File: src/apm_pkg.sv
package apm_pkg;
   // Mode decoded from the straps
   typedef enum logic [2:0] {
      APM_TERMINAL = 3'b001,
      APM_LINE_S   = 3'b010,
      APM_LINE_T   = 3'b100
   } apm_mode_t;

   // Register word offsets (byte address bits 5:2)
   localparam logic [3:0] REG_CTRL      = 4'h0;
   localparam logic [3:0] REG_TX_COUNT  = 4'h1;
   localparam logic [3:0] REG_RX_BLOCK  = 4'h2;
   localparam logic [3:0] REG_GPIO_DIR  = 4'h3;
   localparam logic [3:0] REG_GPIO_OUT  = 4'h4;
   localparam logic [3:0] REG_GPIO_IN   = 4'h5;
   localparam logic [3:0] REG_STATUS    = 4'h6;
   localparam logic [3:0] REG_IRQ_STAT  = 4'h7;
   localparam logic [3:0] REG_IRQ_EN    = 4'h8;
   localparam logic [3:0] REG_IRQ_CLR   = 4'h9;
   localparam logic [3:0] REG_PCM_TX    = 4'hA;
   localparam logic [3:0] REG_PCM_RX    = 4'hB;

   // Control fields
   localparam int CTRL_INT_SEL = 0;   // Pin 2 carries active-high interrupt
   localparam int CTRL_BITCLK  = 1;   // Pin 3 carries bit clock, else frame sync
   localparam int CTRL_RX_REQ  = 2;   // Receive FIFO wants emptying

   localparam int          TX_BLOCK      = 64;
   localparam int          FRAME_DIV     = 192;
   localparam int          PCM_BITS      = 8;
   localparam logic [15:0] TX_COUNT_RST  = 16'h0000;
   localparam logic [2:0]  RX_BLOCK_RST  = 3'h0;
   localparam logic [3:0]  GPIO_DIR_RST  = 4'h0;
   localparam logic [31:0] UNMAPPED_DATA = 32'h0000_0000;

   // Interrupt status bits
   localparam int IRQ_TX_DONE  = 0;
   localparam int IRQ_RX_BLOCK = 1;
   localparam int IRQ_PCM_RX   = 2;
   localparam int IRQ_W        = 3;

   typedef struct packed {
      logic       rd;
      logic       wr_n;
      logic       dack_n;
   } apm_dma_strb_t;

   typedef struct packed {
      logic [5:0] o;
      logic [5:0] oe_n;
   } apm_pins_t;
endpackage : apm_pkg

File: src/apm_aux_mux.sv
// Implementation choices: register access over Avalon-MM and the register addresses.
`timescale 1ns/1ps
`default_nettype none
// Function
// RQ1: Straps pick terminal, line S, line T
// RQ2: Pin 0 is transmit request in terminal
// RQ3: Host loads transmit byte count first
// RQ4: Transmit in 64-byte blocks plus remainder
// RQ5: Drop transmit request after last write
// RQ6: Pin 1 is receive request in terminal
// RQ7: Receive blocks of 64,32,16,8,4 bytes
// RQ8: Drop receive request after last read
// RQ9: Acknowledge with strobe selects FIFO top
// RQ10: Line modes: pins 0-2 select channel
// RQ11: Pin 2 optional active-high interrupt
// RQ12: Pins 2-5 general purpose in terminal
// RQ13: Pin 3 frame sync, clock over 192
// RQ14: Pin 3 alternatively single bit clock
// RQ15: Pin 4 PCM input into timeslot
// RQ16: Pin 5 PCM output from timeslot
// RQ17: GPIO pins reset as inputs
// RQ18: PCM shifts aligned to highway frame
module apm_aux_mux #(
   parameter int FRAME_DIV = apm_pkg::FRAME_DIV
) (
   // Clock and reset
   input  wire logic        ref_clk,
   input  wire logic        rst,
   input  wire logic        clk_en,
   // Avalon-MM slave
   input  wire logic [5:0]  avs_address,
   input  wire logic        avs_read,
   input  wire logic        avs_write,
   input  wire logic [31:0] avs_writedata,
   output logic      [31:0] avs_readdata,
   output logic             avs_waitrequest,
   // Straps and highway
   input  wire logic        mode_strap_0,
   input  wire logic        mode_strap_1,
   input  wire logic        highway_data_clock,
   input  wire logic        highway_frame_sync,
   // DMA strobes, active low
   input  wire logic        dma_ack_chan_a_n,
   input  wire logic        rd_n,
   input  wire logic        wr_n,
   // Device interrupt (active low source)
   input  wire logic        int_line_n,
   // Auxiliary pins
   input  wire logic [5:0]  aux_pin_in,
   output logic      [5:0]  aux_pin_out,
   output logic      [5:0]  aux_pin_oe_n,
   // Interrupt
   output logic             irq
);
   // ------------------------------------------------------------
   // Input synchronisers
   // ------------------------------------------------------------
   localparam int NS = 12;
   logic [NS-1:0] sync1;
   logic [NS-1:0] sync2;
   logic [NS-1:0] raw;
   assign raw = {aux_pin_in, mode_strap_0, mode_strap_1, highway_data_clock,
                 highway_frame_sync, dma_ack_chan_a_n, rd_n};
   logic wr_s1;
   logic wr_s2;
   logic int_s1;
   logic int_s2;
   // Not reset: the straps must have settled by the time the mode is caught
   always_ff @(posedge ref_clk)
      if (clk_en)
      begin
         sync1 <= raw;
         sync2 <= sync1;
         wr_s1 <= wr_n;
         wr_s2 <= wr_s1;
         int_s1 <= int_line_n;
         int_s2 <= int_s1;
      end

   logic [5:0] pin_s;
   logic       strap0;
   logic       strap1;
   logic       dcl_s;
   logic       fsc_s;
   logic       dack_n_s;
   logic       rd_n_s;
   assign {pin_s, strap0, strap1, dcl_s, fsc_s, dack_n_s, rd_n_s} = sync2;

   // ------------------------------------------------------------
   // Mode, caught after reset release
   // ------------------------------------------------------------
   apm_pkg::apm_mode_t mode;
   logic               mode_valid;
   always_ff @(posedge ref_clk)
      if (rst)
      begin
         mode       <= apm_pkg::APM_TERMINAL;
         mode_valid <= 1'b0;
      end
      else if (clk_en)
      begin
         mode_valid <= 1'b1;
         if (!mode_valid) // RQ1
            mode <= !strap0 ? apm_pkg::APM_TERMINAL :
                    (strap1 ? apm_pkg::APM_LINE_T : apm_pkg::APM_LINE_S);
      end
   logic term;
   assign term = mode_valid && (mode == apm_pkg::APM_TERMINAL);

   // ------------------------------------------------------------
   // Registers
   // ------------------------------------------------------------
   logic [2:0]  ctrl;
   logic [15:0] tx_count;
   logic [2:0]  rx_block;
   logic [3:0]  gpio_dir;
   logic [3:0]  gpio_out;
   localparam int IRQ_W_L = apm_pkg::IRQ_W;
   logic [IRQ_W_L-1:0] irq_stat;
   logic [IRQ_W_L-1:0] irq_en;
   logic [7:0]  pcm_tx;
   logic [7:0]  pcm_rx;
   logic [IRQ_W_L-1:0] irq_set;
   logic        tx_load;
   logic        bus_ack;
   logic [3:0]  widx;
   assign widx    = avs_address[5:2];
   assign tx_load = avs_write && avs_waitrequest && (widx == apm_pkg::REG_TX_COUNT);

   // One wait state per access; answer at second edge
   always_ff @(posedge ref_clk)
      if (rst)
         bus_ack <= 1'b0;
      else if (clk_en)
         bus_ack <= (avs_read || avs_write) && !bus_ack;
   always_ff @(posedge ref_clk)
      if (rst)
         avs_waitrequest <= 1'b1;
      else if (clk_en)
         avs_waitrequest <= !((avs_read || avs_write) && avs_waitrequest && !bus_ack);

   always_ff @(posedge ref_clk)
      if (rst)
      begin
         ctrl     <= 3'h0;
         tx_count <= apm_pkg::TX_COUNT_RST;
         rx_block <= apm_pkg::RX_BLOCK_RST;
         gpio_dir <= apm_pkg::GPIO_DIR_RST; // RQ17
         gpio_out <= 4'h0;
         irq_en   <= '0;
         pcm_tx   <= 8'h00;
      end
      else if (clk_en && avs_write && !avs_waitrequest)
         unique case (widx)
            apm_pkg::REG_CTRL:     ctrl     <= avs_writedata[2:0];
            apm_pkg::REG_TX_COUNT: tx_count <= avs_writedata[15:0]; // RQ3
            apm_pkg::REG_RX_BLOCK: rx_block <= avs_writedata[2:0];
            apm_pkg::REG_GPIO_DIR: gpio_dir <= avs_writedata[3:0]; // RQ12
            apm_pkg::REG_GPIO_OUT: gpio_out <= avs_writedata[3:0]; // RQ12
            apm_pkg::REG_IRQ_EN:   irq_en   <= avs_writedata[IRQ_W_L-1:0];
            apm_pkg::REG_PCM_TX:   pcm_tx   <= avs_writedata[7:0];
            default: ;
         endcase

   // Set wins over clear
   always_ff @(posedge ref_clk)
      if (rst)
         irq_stat <= '0;
      else if (clk_en)
         irq_stat <= (irq_stat & ~((avs_write && !avs_waitrequest &&
                      widx == apm_pkg::REG_IRQ_CLR) ? avs_writedata[IRQ_W_L-1:0] : '0))
                     | irq_set;

   // ------------------------------------------------------------
   // Transmit DMA
   // ------------------------------------------------------------
   logic [15:0] tx_left;
   logic [6:0]  tx_in_blk;
   logic        tx_req;
   logic        wr_fall;
   logic        wr_prev;
   logic        dma_wr;
   logic        rd_prev;
   logic        dma_rd;
   assign dma_wr  = !dack_n_s && !wr_s2; // RQ9
   assign dma_rd  = !dack_n_s && !rd_n_s; // RQ9
   always_ff @(posedge ref_clk)
      if (rst)
      begin
         wr_prev <= 1'b0;
         rd_prev <= 1'b0;
      end
      else if (clk_en)
      begin
         wr_prev <= dma_wr;
         rd_prev <= dma_rd;
      end
   assign wr_fall = dma_wr && !wr_prev;

   function automatic logic [6:0] blk_len(input logic [15:0] left);
      blk_len = (left >= 16'(apm_pkg::TX_BLOCK)) ? 7'(apm_pkg::TX_BLOCK) : left[6:0];
   endfunction : blk_len

   always_ff @(posedge ref_clk)
      if (rst)
      begin
         tx_left   <= 16'h0000;
         tx_in_blk <= 7'h00;
         tx_req    <= 1'b0;
      end
      else if (clk_en)
      begin
         if (tx_load)
         begin
            tx_left   <= avs_writedata[15:0];
            tx_in_blk <= blk_len(avs_writedata[15:0]);
            tx_req    <= term && (avs_writedata[15:0] != 16'h0000); // RQ2
         end
         else if (tx_req && wr_fall)
         begin
            tx_left <= tx_left - 16'h0001;
            if (tx_in_blk == 7'h01)
            begin
               tx_req    <= 1'b0; // RQ5
               tx_in_blk <= blk_len(tx_left - 16'h0001);
            end
            else
               tx_in_blk <= tx_in_blk - 7'h01;
         end
         else if (!tx_req && !dma_wr && tx_left != 16'h0000 && term)
            tx_req <= 1'b1; // RQ4
      end

   // ------------------------------------------------------------
   // Receive DMA
   // ------------------------------------------------------------
   logic [6:0] rx_cnt;
   logic       rx_req;
   logic       rd_fall;
   assign rd_fall = dma_rd && !rd_prev;
   // Codes above 4 all give the smallest block
   function automatic logic [6:0] rx_size(input logic [2:0] sel);
      rx_size = 7'(apm_pkg::TX_BLOCK) >> ((sel > 3'h4) ? 3'h4 : sel);
   endfunction : rx_size

   always_ff @(posedge ref_clk)
      if (rst)
      begin
         rx_req <= 1'b0;
         rx_cnt <= 7'h00;
      end
      else if (clk_en)
      begin
         if (!rx_req && term && ctrl[apm_pkg::CTRL_RX_REQ] && !dma_rd)
         begin
            rx_req <= 1'b1; // RQ6
            rx_cnt <= rx_size(rx_block); // RQ7
         end
         else if (rx_req && rd_fall)
         begin
            rx_cnt <= rx_cnt - 7'h01;
            if (rx_cnt == 7'h01)
               rx_req <= 1'b0; // RQ8
         end
      end

   // ------------------------------------------------------------
   // Highway frame, bit clock and PCM
   // ------------------------------------------------------------
   logic       dcl_prev;
   logic       fsc_prev;
   logic [7:0] div_cnt;
   logic       frame_out;
   logic [8:0] bit_cnt;
   logic [7:0] pcm_sh_in;
   logic [7:0] pcm_sh_out;
   logic       dcl_rise;
   logic       dcl_fall;
   logic       fsc_rise;
   logic [2:0] chan;
   logic       in_slot;
   logic       bitclk;
   assign dcl_rise = dcl_s && !dcl_prev;
   assign dcl_fall = !dcl_s && dcl_prev;
   assign fsc_rise = fsc_s && !fsc_prev;
   assign chan     = pin_s[2:0]; // RQ10
   // Two clocks per bit; 4 slots of 8 bits per channel, slot 0 of chan used
   assign in_slot  = (bit_cnt[8:6] == chan) && (bit_cnt[5:4] == 2'b00);

   always_ff @(posedge ref_clk)
      if (rst)
      begin
         dcl_prev  <= 1'b0;
         fsc_prev  <= 1'b0;
         div_cnt   <= 8'h00;
         frame_out <= 1'b0;
         bit_cnt   <= 9'h000;
         bitclk    <= 1'b0;
      end
      else if (clk_en)
      begin
         dcl_prev <= dcl_s;
         fsc_prev <= fsc_s;
         if (dcl_rise)
         begin
            bitclk <= !bitclk; // RQ14
            // Free-running: the highway frame need not be a multiple of the divider
            if (div_cnt == 8'(FRAME_DIV - 1))
               div_cnt <= 8'h00;
            else
               div_cnt <= div_cnt + 8'h01;
            frame_out <= (div_cnt < 8'(FRAME_DIV / 2)); // RQ13
            bit_cnt <= fsc_rise ? 9'h000 : bit_cnt + 9'h001; // RQ18
         end
      end

   always_ff @(posedge ref_clk)
      if (rst)
      begin
         pcm_sh_in  <= 8'h00;
         pcm_sh_out <= 8'h00;
         pcm_rx     <= 8'h00;
         irq_set    <= '0;
      end
      else if (clk_en)
      begin
         irq_set <= '0;
         if (tx_req && wr_fall && tx_in_blk == 7'h01 && tx_left == 16'h0001)
            irq_set[apm_pkg::IRQ_TX_DONE] <= 1'b1;
         if (rx_req && rd_fall && rx_cnt == 7'h01)
            irq_set[apm_pkg::IRQ_RX_BLOCK] <= 1'b1;
         if (!term && in_slot && bit_cnt[0])
         begin
            if (dcl_fall)
            begin
               pcm_sh_in <= {pcm_sh_in[6:0], pin_s[4]}; // RQ15
               if (bit_cnt[3:1] == 3'h7)
               begin
                  pcm_rx <= {pcm_sh_in[6:0], pin_s[4]};
                  irq_set[apm_pkg::IRQ_PCM_RX] <= 1'b1;
               end
            end
         end
         if (!term && dcl_rise)
         begin
            if (bit_cnt[8:0] == {chan, 6'h00} - 9'h001 || (fsc_rise && chan == 3'h0))
               pcm_sh_out <= pcm_tx; // RQ16
            else if (in_slot && bit_cnt[0])
               pcm_sh_out <= {pcm_sh_out[6:0], 1'b0}; // RQ18
         end
      end

   // ------------------------------------------------------------
   // Pin multiplexing and outputs
   // ------------------------------------------------------------
   apm_pkg::apm_pins_t next_pins;
   always_comb
   begin
      next_pins.o    = 6'h00;
      next_pins.oe_n = 6'h3F;
      if (term)
      begin
         next_pins.o[0]    = tx_req; // RQ2
         next_pins.oe_n[0] = 1'b0;
         next_pins.o[1]    = rx_req; // RQ6
         next_pins.oe_n[1] = 1'b0;
         next_pins.o[5:2]    = gpio_out; // RQ12
         next_pins.oe_n[5:2] = ~gpio_dir;
         if (ctrl[apm_pkg::CTRL_INT_SEL])
         begin
            next_pins.o[2]    = !int_s2; // RQ11
            next_pins.oe_n[2] = 1'b0;
         end
      end
      else if (mode_valid)
      begin
         // Pins stay released until the mode is known, so no select pin is driven
         next_pins.o[3]    = ctrl[apm_pkg::CTRL_BITCLK] ? bitclk : frame_out; // RQ13 RQ14
         next_pins.oe_n[3] = 1'b0;
         next_pins.o[5]    = pcm_sh_out[7]; // RQ16
         next_pins.oe_n[5] = 1'b0;
      end
   end

   always_ff @(posedge ref_clk)
      if (rst)
      begin
         aux_pin_out  <= 6'h00;
         aux_pin_oe_n <= 6'h3F; // RQ17
         irq          <= 1'b0;
      end
      else if (clk_en)
      begin
         aux_pin_out  <= next_pins.o;
         aux_pin_oe_n <= next_pins.oe_n;
         irq          <= |(irq_stat & irq_en);
      end

   always_ff @(posedge ref_clk)
      if (rst)
         avs_readdata <= apm_pkg::UNMAPPED_DATA;
      else if (clk_en && avs_read && avs_waitrequest)
         unique case (widx)
            apm_pkg::REG_CTRL:     avs_readdata <= {29'h0, ctrl};
            apm_pkg::REG_TX_COUNT: avs_readdata <= {16'h0, tx_count};
            apm_pkg::REG_RX_BLOCK: avs_readdata <= {29'h0, rx_block};
            apm_pkg::REG_GPIO_DIR: avs_readdata <= {28'h0, gpio_dir};
            apm_pkg::REG_GPIO_OUT: avs_readdata <= {28'h0, gpio_out};
            apm_pkg::REG_GPIO_IN:  avs_readdata <= {28'h0, pin_s[5:2]};
            apm_pkg::REG_STATUS:   avs_readdata <= {22'h0, mode, rx_req, tx_req, tx_left[4:0]};
            apm_pkg::REG_IRQ_STAT: avs_readdata <= {29'h0, irq_stat};
            apm_pkg::REG_IRQ_EN:   avs_readdata <= {29'h0, irq_en};
            apm_pkg::REG_PCM_RX:   avs_readdata <= {24'h0, pcm_rx};
            default:               avs_readdata <= apm_pkg::UNMAPPED_DATA;
         endcase

   // ------------------------------------------------------------
   // Checks
   // ------------------------------------------------------------
   a_tx_req_drop: assert property (@(posedge ref_clk) disable iff (rst) // RQ5
      clk_en && tx_req && wr_fall && tx_in_blk == 7'h01 |=> !tx_req)
      else $error("transmit request not dropped after last write");
   a_rx_req_drop: assert property (@(posedge ref_clk) disable iff (rst) // RQ8
      clk_en && rx_req && rd_fall && rx_cnt == 7'h01 |=> !rx_req)
      else $error("receive request not dropped after last read");
   a_pin0_txreq: assert property (@(posedge ref_clk) disable iff (rst) // RQ2
      clk_en && term |=> aux_pin_out[0] == $past(tx_req) && !aux_pin_oe_n[0])
      else $error("pin 0 does not follow transmit request");
   a_blk_bound: assert property (@(posedge ref_clk) disable iff (rst) // RQ4
      tx_in_blk <= 7'(apm_pkg::TX_BLOCK))
      else $error("transmit block exceeds 64");
   a_line_inputs: assert property (@(posedge ref_clk) disable iff (rst) // RQ10
      mode_valid && !term |-> ##1 aux_pin_oe_n[2:0] == 3'h7)
      else $error("channel select pins driven in line mode");
   a_int_invert: assert property (@(posedge ref_clk) disable iff (rst) // RQ11
      clk_en && term && ctrl[apm_pkg::CTRL_INT_SEL] |=> aux_pin_out[2] == !$past(int_s2))
      else $error("pin 2 interrupt not inverted");
   a_gpio_reset: assert property (@(posedge ref_clk) // RQ17
      $past(rst) |-> aux_pin_oe_n == 6'h3F)
      else $error("pins not released after reset");
   a_frame_wrap: assert property (@(posedge ref_clk) disable iff (rst) // RQ13
      div_cnt < 8'(FRAME_DIV))
      else $error("frame divider out of range");
endmodule : apm_aux_mux
`default_nettype wire

File: config.mk
export PLATFORM = sky130hd
export DESIGN_NAME = apm_aux_mux
export DESIGN_NICKNAME = d
export VERILOG_FILES = /design/src/apm_pkg.sv /design/src/apm_aux_mux.sv
export SDC_FILE = /design/constraint.sdc
export NUM_CORES = 1
export LEC_CHECK = 0
export BUFFER_PORTS_ARGS = -buffer_cell sky130_fd_sc_hd__buf_2
export CAP_MARGIN = 10
export CORE_MARGIN = 2
export CORE_UTILIZATION = 59
export DETAILED_ROUTE_END_ITERATION = 16
export PLACE_DENSITY = 0.8
export SYNTH_ARGS = -nofsm -noshare
export SYNTH_HDL_FRONTEND = slang
export SYNTH_SLANG_ARGS = --single-unit
File: constraint.sdc
create_clock -name ref_clk -period 2.6 [get_ports ref_clk]
set_input_delay 0.65 -clock ref_clk [delete_from_list [all_inputs] [get_ports ref_clk]]
set_output_delay 0.65 -clock ref_clk [all_outputs]
set_load 0.02 [all_outputs]
Yosys cells after proc, flatten, opt, wreduce, memory -nomap -nowiden
Index checks and enable logic that the tools add are counted.
{ "word_totals": {"register_bits": 204, "elab_cells": 204, "in_bits": 57, "output_inout_bits": 46} }
{ "classes": {"n_eq_ne": 20, "n_addsub": 6, "n_mux": 44, "n_reduce_logical": 84, "n_shift": 1, "magnitude_cmp": 4, "bitwise": 6} }
{ "ops": {"columns": ["operator", "n"], "rows": [
  ["$pmux W16 S10", 1],
  ["$mux W7", 7],
  ["$logic_and A1 B1 Y1", 37],
  ["$ge A16 B7 Y1 const B", 2],
  ["$mux W16", 2],
  ["$reduce_bool A16 Y1", 2],
  ["$mux W1", 24],
  ["$mux W8", 3],
  ["$reduce_and A2 Y1", 11],
  ["$logic_not A1 Y1", 18],
  ["$mux W3", 6],
  ["$eq A16 B1 Y1 const B", 1],
  ["$eq A4 B3 Y1 const B", 4],
  ["$eq A4 B4 Y1 const B", 4],
  ["$sub A16 B1 Y16 const B", 1],
  ["$eq A7 B1 Y1 const B", 2],
  ["$sub A7 B1 Y7 const B", 2],
  ["$reduce_and A3 Y1", 4],
  ["$add A9 B1 Y9 const B", 1],
  ["$eq A9 B9 Y1", 1],
  ["$mux W9", 1],
  ["$sub A9 B1 Y9 const B", 1],
  ["$add A8 B1 Y8 const B", 1],
  ["$eq A4 B2 Y1 const B", 2],
  ["22 further kinds", 27]
]} }

Longest topological paths before layout
{ "logic_depth": {"ltp_word": 9, "mapped_depth": 9, "ltp_nobuf": 8} }

Least setup slack after synthesis
OpenSTA, ideal clock, no wires.
{ "synth_timing": {"kind": "in2reg", "startpoint": "input avs_address[4]", "endpoint": "register tx_in_blk[1]", "cell_stages": 8, "setup_slack_ns": 0.276, "setup_time_ns": 0.139, "arrival_time_ns": 2.185, "n_path_buf": 3, "path_cell_list": "buf_2 > or4b_1 > clkbuf_1 > o21ai_1 > nand2_1 > clkbuf_1 > a221oi_1 > a221oi_1"} }
{ "synth_via": {"elab_chain_len": 4, "word_cells_on_any_way": 5} }
{ "synth_lines": {"columns": ["item", "line", "rtl"], "rows": [
  ["from (decl)", "apm_aux_mux.sv:31", "input wire logic [5:0] avs_address,"],
  ["$eq A4 B1 Y1 (*)", "apm_aux_mux.sv:128", "assign tx_load = avs_write && avs_waitrequest && (widx == apm_pkg::REG_TX_COUNT);"],
  ["$logic_and A1 B1 Y1 (*)", "apm_aux_mux.sv:128", null],
  ["$reduce_bool A2 Y1 (no line)", null, null],
  ["$reduce_and A2 Y1 (no line)", null, null],
  ["to (signal assigned)", "apm_aux_mux.sv:216", "tx_in_blk <= blk_len(avs_writedata[15:0]);"],
  ["to (signal assigned)", "apm_aux_mux.sv:225", "tx_in_blk <= blk_len(tx_left - 16'h0001);"],
  ["to (signal assigned)", "apm_aux_mux.sv:228", "tx_in_blk <= tx_in_blk - 7'h01;"],
  ["to (decl)", "apm_aux_mux.sv:178", "logic [6:0] tx_in_blk;"]
]} }
Mark *: on every way between the ends. The rest lies on a longest branch, timed or not.
A chain may end at the register's enable or synchronous reset.

Worst setup path after layout
{ "layout_timing": {"startpoint": "register tx_left[1]", "endpoint": "register tx_in_blk[2]"} }
{ "layout_via": {"elab_chain_len": 6} }
{ "layout_lines": {"columns": ["item", "line", "rtl"], "rows": [
  ["from (decl)", "apm_aux_mux.sv:177", "logic [15:0] tx_left;"],
  ["from (signal assigned)", "apm_aux_mux.sv:215", "tx_left <= avs_writedata[15:0];"],
  ["from (signal assigned)", "apm_aux_mux.sv:221", "tx_left <= tx_left - 16'h0001;"],
  ["$sub A16 B1 Y16 (*)", "apm_aux_mux.sv:225", null],
  ["$ge A16 B7 Y1", "apm_aux_mux.sv:201", "blk_len = (left >= 16'(apm_pkg::TX_BLOCK)) ? 7'(apm_pkg::TX_BLOCK) : left[6:0];"],
  ["$mux W7 (*)", "apm_aux_mux.sv:201", null],
  ["$mux W7 (*)", "apm_aux_mux.sv:222", "if (tx_in_blk == 7'h01)"],
  ["$mux W7 (*)", "apm_aux_mux.sv:219", "else if (tx_req && wr_fall)"],
  ["$mux W7 (*)", "apm_aux_mux.sv:213", "if (tx_load)"]
]} }
Mark *: on every way between the ends. The rest lies on a longest branch, timed or not. The select of a mux whose other input is x is not followed.

==> flow_summary.json <==
{
  "synth_top_cell_by_area": "dfxtp_1",
  "synthTopCellsByCount": "dfxtp_1, nand2_1, nor2_1",
  "dp_hpwl_mm": 15.43,
  "path_class": "flip-flop to flip-flop",
  "endpoint_kind": "flip-flop",
  "cts_made_buffers": 17,
  "ios": 103,
  "finalSetupTns_ns": 0,
  "critPathLaunch": "tx_left[1]",
  "rsz0062_at_grt": "false",
  "pwr_density_cell_nw_per_um2": 607.2,
  "synth_cell_types": 84,
  "synth-async-reset-ratio_pct": 0,
  "hp-class": "input pin to flip-flop",
  "grt_max_degree": 46,
  "routed-via-count": 7714,
  "crit_path_max_incr_delay_ns": 0.45,
  "r2r_slack_ns": 0.40,
  "grt_use_met1_pct": 37.56,
  "r2r-start": "tx_left[1]",
  "detail_route.first_pass.iterations": 5,
  "hold_buffers": 0,
  "worst_slew_pin_slew_ns": 0.6768,
  "cts_sinks": 187,
  "synth_area_per_cell_sq_um": 8.747,
  "cts_root_buf": "clkbuf_16",
  "cts_tree": "done",
  "critPathLaunchType": "flip-flop",
  "netlist_top_cells_area": "dfxtp_1, edfxtp_1, nand2_1",
  "finalHoldWorstSlack_ns": 0.3814,
  "routed_wl_mm": 21.79,
  "crit_family": "compound AO/OA/AOI/OAI gates",
  "gp_congestion": 0.9446,
  "top_usage_layer": "met2",
  "fin_ws_ns": 0.3958,
  "ys_seq_area_share_pct": 45.37,
  "first_iter_violations": 850,
  "clock_latency_ns": 0.44,
  "nNetsFinal": 1153,
  "drc": 0,
  "die-height_um": 126.6,
  "synth_top_area_share_pct": 35.89,
  "maxCapViolCount": 0,
  "path_cells": "inv_1 -> ha_1 -> nor3b_2 -> a31oi_1 -> a2111oi_4 -> o2111ai_1 -> a211oi_1",
  "synth-seq-cells": 187,
  "required_ns": 2.95,
  "cp_max_fo": 7,
  "viasPerCell": 6.012,
  "core_area_sq_um": 14590,
  "fin_util_pct": 69.23,
  "path_clk_slew_ns": 0.07,
  "yosysWarnings": 0,
  "met3_usage_pct": 4.724,
  "crit_cells": 7,
  "h-tree-depth": 4,
  "setup_viol": 0,
  "cp.arrival_ns": 2.55,
  "max_freq_mhz": 453.7,
  "final_max_slew_viol_count": 0,
  "clockBufferDepth": 2,
  "grt_pass1_wl_mm": 35.10,
  "netlist_area_sq_um": 8870,
  "area_growth_pct": 13.87,
  "synthCells": 1014,
  "grt_remaining_overflow": 0,
  "grt_usage_pct": 27.12,
  "grt_pass1_vias": 7009,
  "antenna_found_initial": 0,
  "finClkSkew_ns": 0.008436,
  "final_layout_size_suffix_gt1_share_pct": 15.92,
  "start_util_pct": 60.80,
  "maxSlewHeadroom_pct": 54.26,
  "cp-endpoint": "tx_in_blk[2]",
  "grt_util_met2_pct": 43.98,
  "die_area_sq_um": 16030,
  "r2r-end": "tx_in_blk[2]",
  "hold_violations": 0,
  "post-place-ws_ns": 0.1567,
  "fin_crit_sh_pct": 84.78,
  "wire_per_inst_um": 16.98,
  "min_period_ns": 2.204,
  "cts_resized": 0,
  "port_buffers": 68,
  "num_rows": 44,
  "die_x_um": 126.6,
  "cpMaxStageDelayCell": "nor3b_2",
  "postCtsSetupBuffers": 0,
  "ff2ff_path_depth": 7,
  "irDropWorstVdd_uv": 559.1,
  "synth_most_common_cell": "dfxtp_1",
  "antennaDiodeCount": 0,
  "crit_buf_inv": 1,
  "status": "complete, no violations",
  "ys.flop_type": "dfxtp_1",
  "synth_edf_count": 28,
  "antenna_left": 0,
  "leakagePower_nw": 3.795
}
registers in the layout, summed over array words and instances (netlist names), 4 cells and up:
register	cells
pcm_tx	8
pcm_sh_out	8
gpio_dir	4
pcm_sh_in	7
sync1	12
avs_readdata	16
aux_pin_oe_n	5
tx_in_blk	7
rx_cnt	7
aux_pin_out	6
div_cnt	8
tx_count	16
sync2	12
gpio_out	4
bit_cnt	9
pcm_rx	8
tx_left	16
placed cells by master (no fill, tap or decap), types with 5 or more instances in the layout:
master,n
a311o_1,7
o21ai_0,43
xor2_1,16
ha_1,10
inv_6,5
nor4_1,11
a211oi_1,9
edfxtp_1,28
nand4_1,11
o31ai_1,5
nor3b_1,6
nand3_1,38
nand2_1,122
mux2_2,5
o211ai_1,7
a22oi_1,23
and2_1,5
nor2_1,122
dfxtp_1,159
nor2b_1,6
conb_1,16
inv_1,27
a221oi_1,10
nand2b_1,15
nor3_1,16
o2111ai_1,5
xnor2_1,7
and3b_1,5
buf_4,46
buf_2,67
clkbuf_16,17
mux2i_1,37
a31oi_1,13
a21oi_1,83
nand3b_1,9
per-stage QoR:
| stage | power (mW) | std cells | area [sq um] |
|---|---|---|---|
| after global routing | 6.315 | 1283 | 10100 |
| final | 6.132 | 1283 | 10100 |
| after CTS | 6.132 | 1283 | 10100 |
| after floorplan | 3.442 | 1029 | 8926 |
| after detailed placement | 3.612 | 1251 | 9520 |
| after global placement | 3.600 | 1251 | 9520 |
worst min-delay path by stage:
| stage | slack, ns | depth (start not counted) | start | end |
|---|---|---|---|---|
| finish | 0.38 | 1 | aux_pin_in[3] | sync1[9] |
| global route | 0.37 | 1 | rd_n | sync1[0] |
| CTS | 0.37 | 1 | rd_n | sync1[0] |
| detailed placement | 0.41 | 0 | sync1[10] | sync2[10] |
| global placement | 0.40 | 0 | sync1[0] | sync2[0] |
| floorplan | 0.40 | 0 | int_s1 | int_s2 |
report_power, final:
group | switching (mW) | internal (mW)
clock network | 1.21 | 1.36
registers | 0.0506 | 3.00
logic | 0.326 | 0.183
total | 1.59 | 4.54
worst reg2reg max path: stages (launching register included):
cell,delay [ns]
dfxtp_1,0.31
inv_1,0.08
ha_1,0.16
nor3b_2,0.45
a31oi_1,0.25
a2111oi_4,0.40
o2111ai_1,0.19
a211oi_1,0.26
metal layers:
layer | wire length [um] | vias up
met3 | 1539 | 33
met5 | 0 | -
met4 | 382 | 0
li1 | - | 3753
met2 | 10180 | 290
met1 | 9684 | 3638
cell families (layout without fill, tap and decap cells):
group / after synthesis / count (layout) / synth area share (%)
AOI/OAI and AO/OA: 239 / 239 / 17.44
xor gates and xnor gates: 23 / 23 / 2.271
adders and majority gates: 10 / 10 / 1.411
buffers and inverters: 105 / 175 / 5.459
DFF: 187 / 187 / 45.37
muxes: 43 / 43 / 5.064
other: 1 / 16 / 0.04228
and+or+nand+nor: 406 / 406 / 22.95
area by class of cell:
class                   count  area (sq um)
inverters                  27         101.3
repair buffers            116         740.7
clock buffers              17         425.4
flip-flops and latches    187          4024
multi-input cells         737          4424
fillers                  1136          4489
clock inverters            15         153.9
well taps                 184         230.2
(Power assumes the default switching activity.)
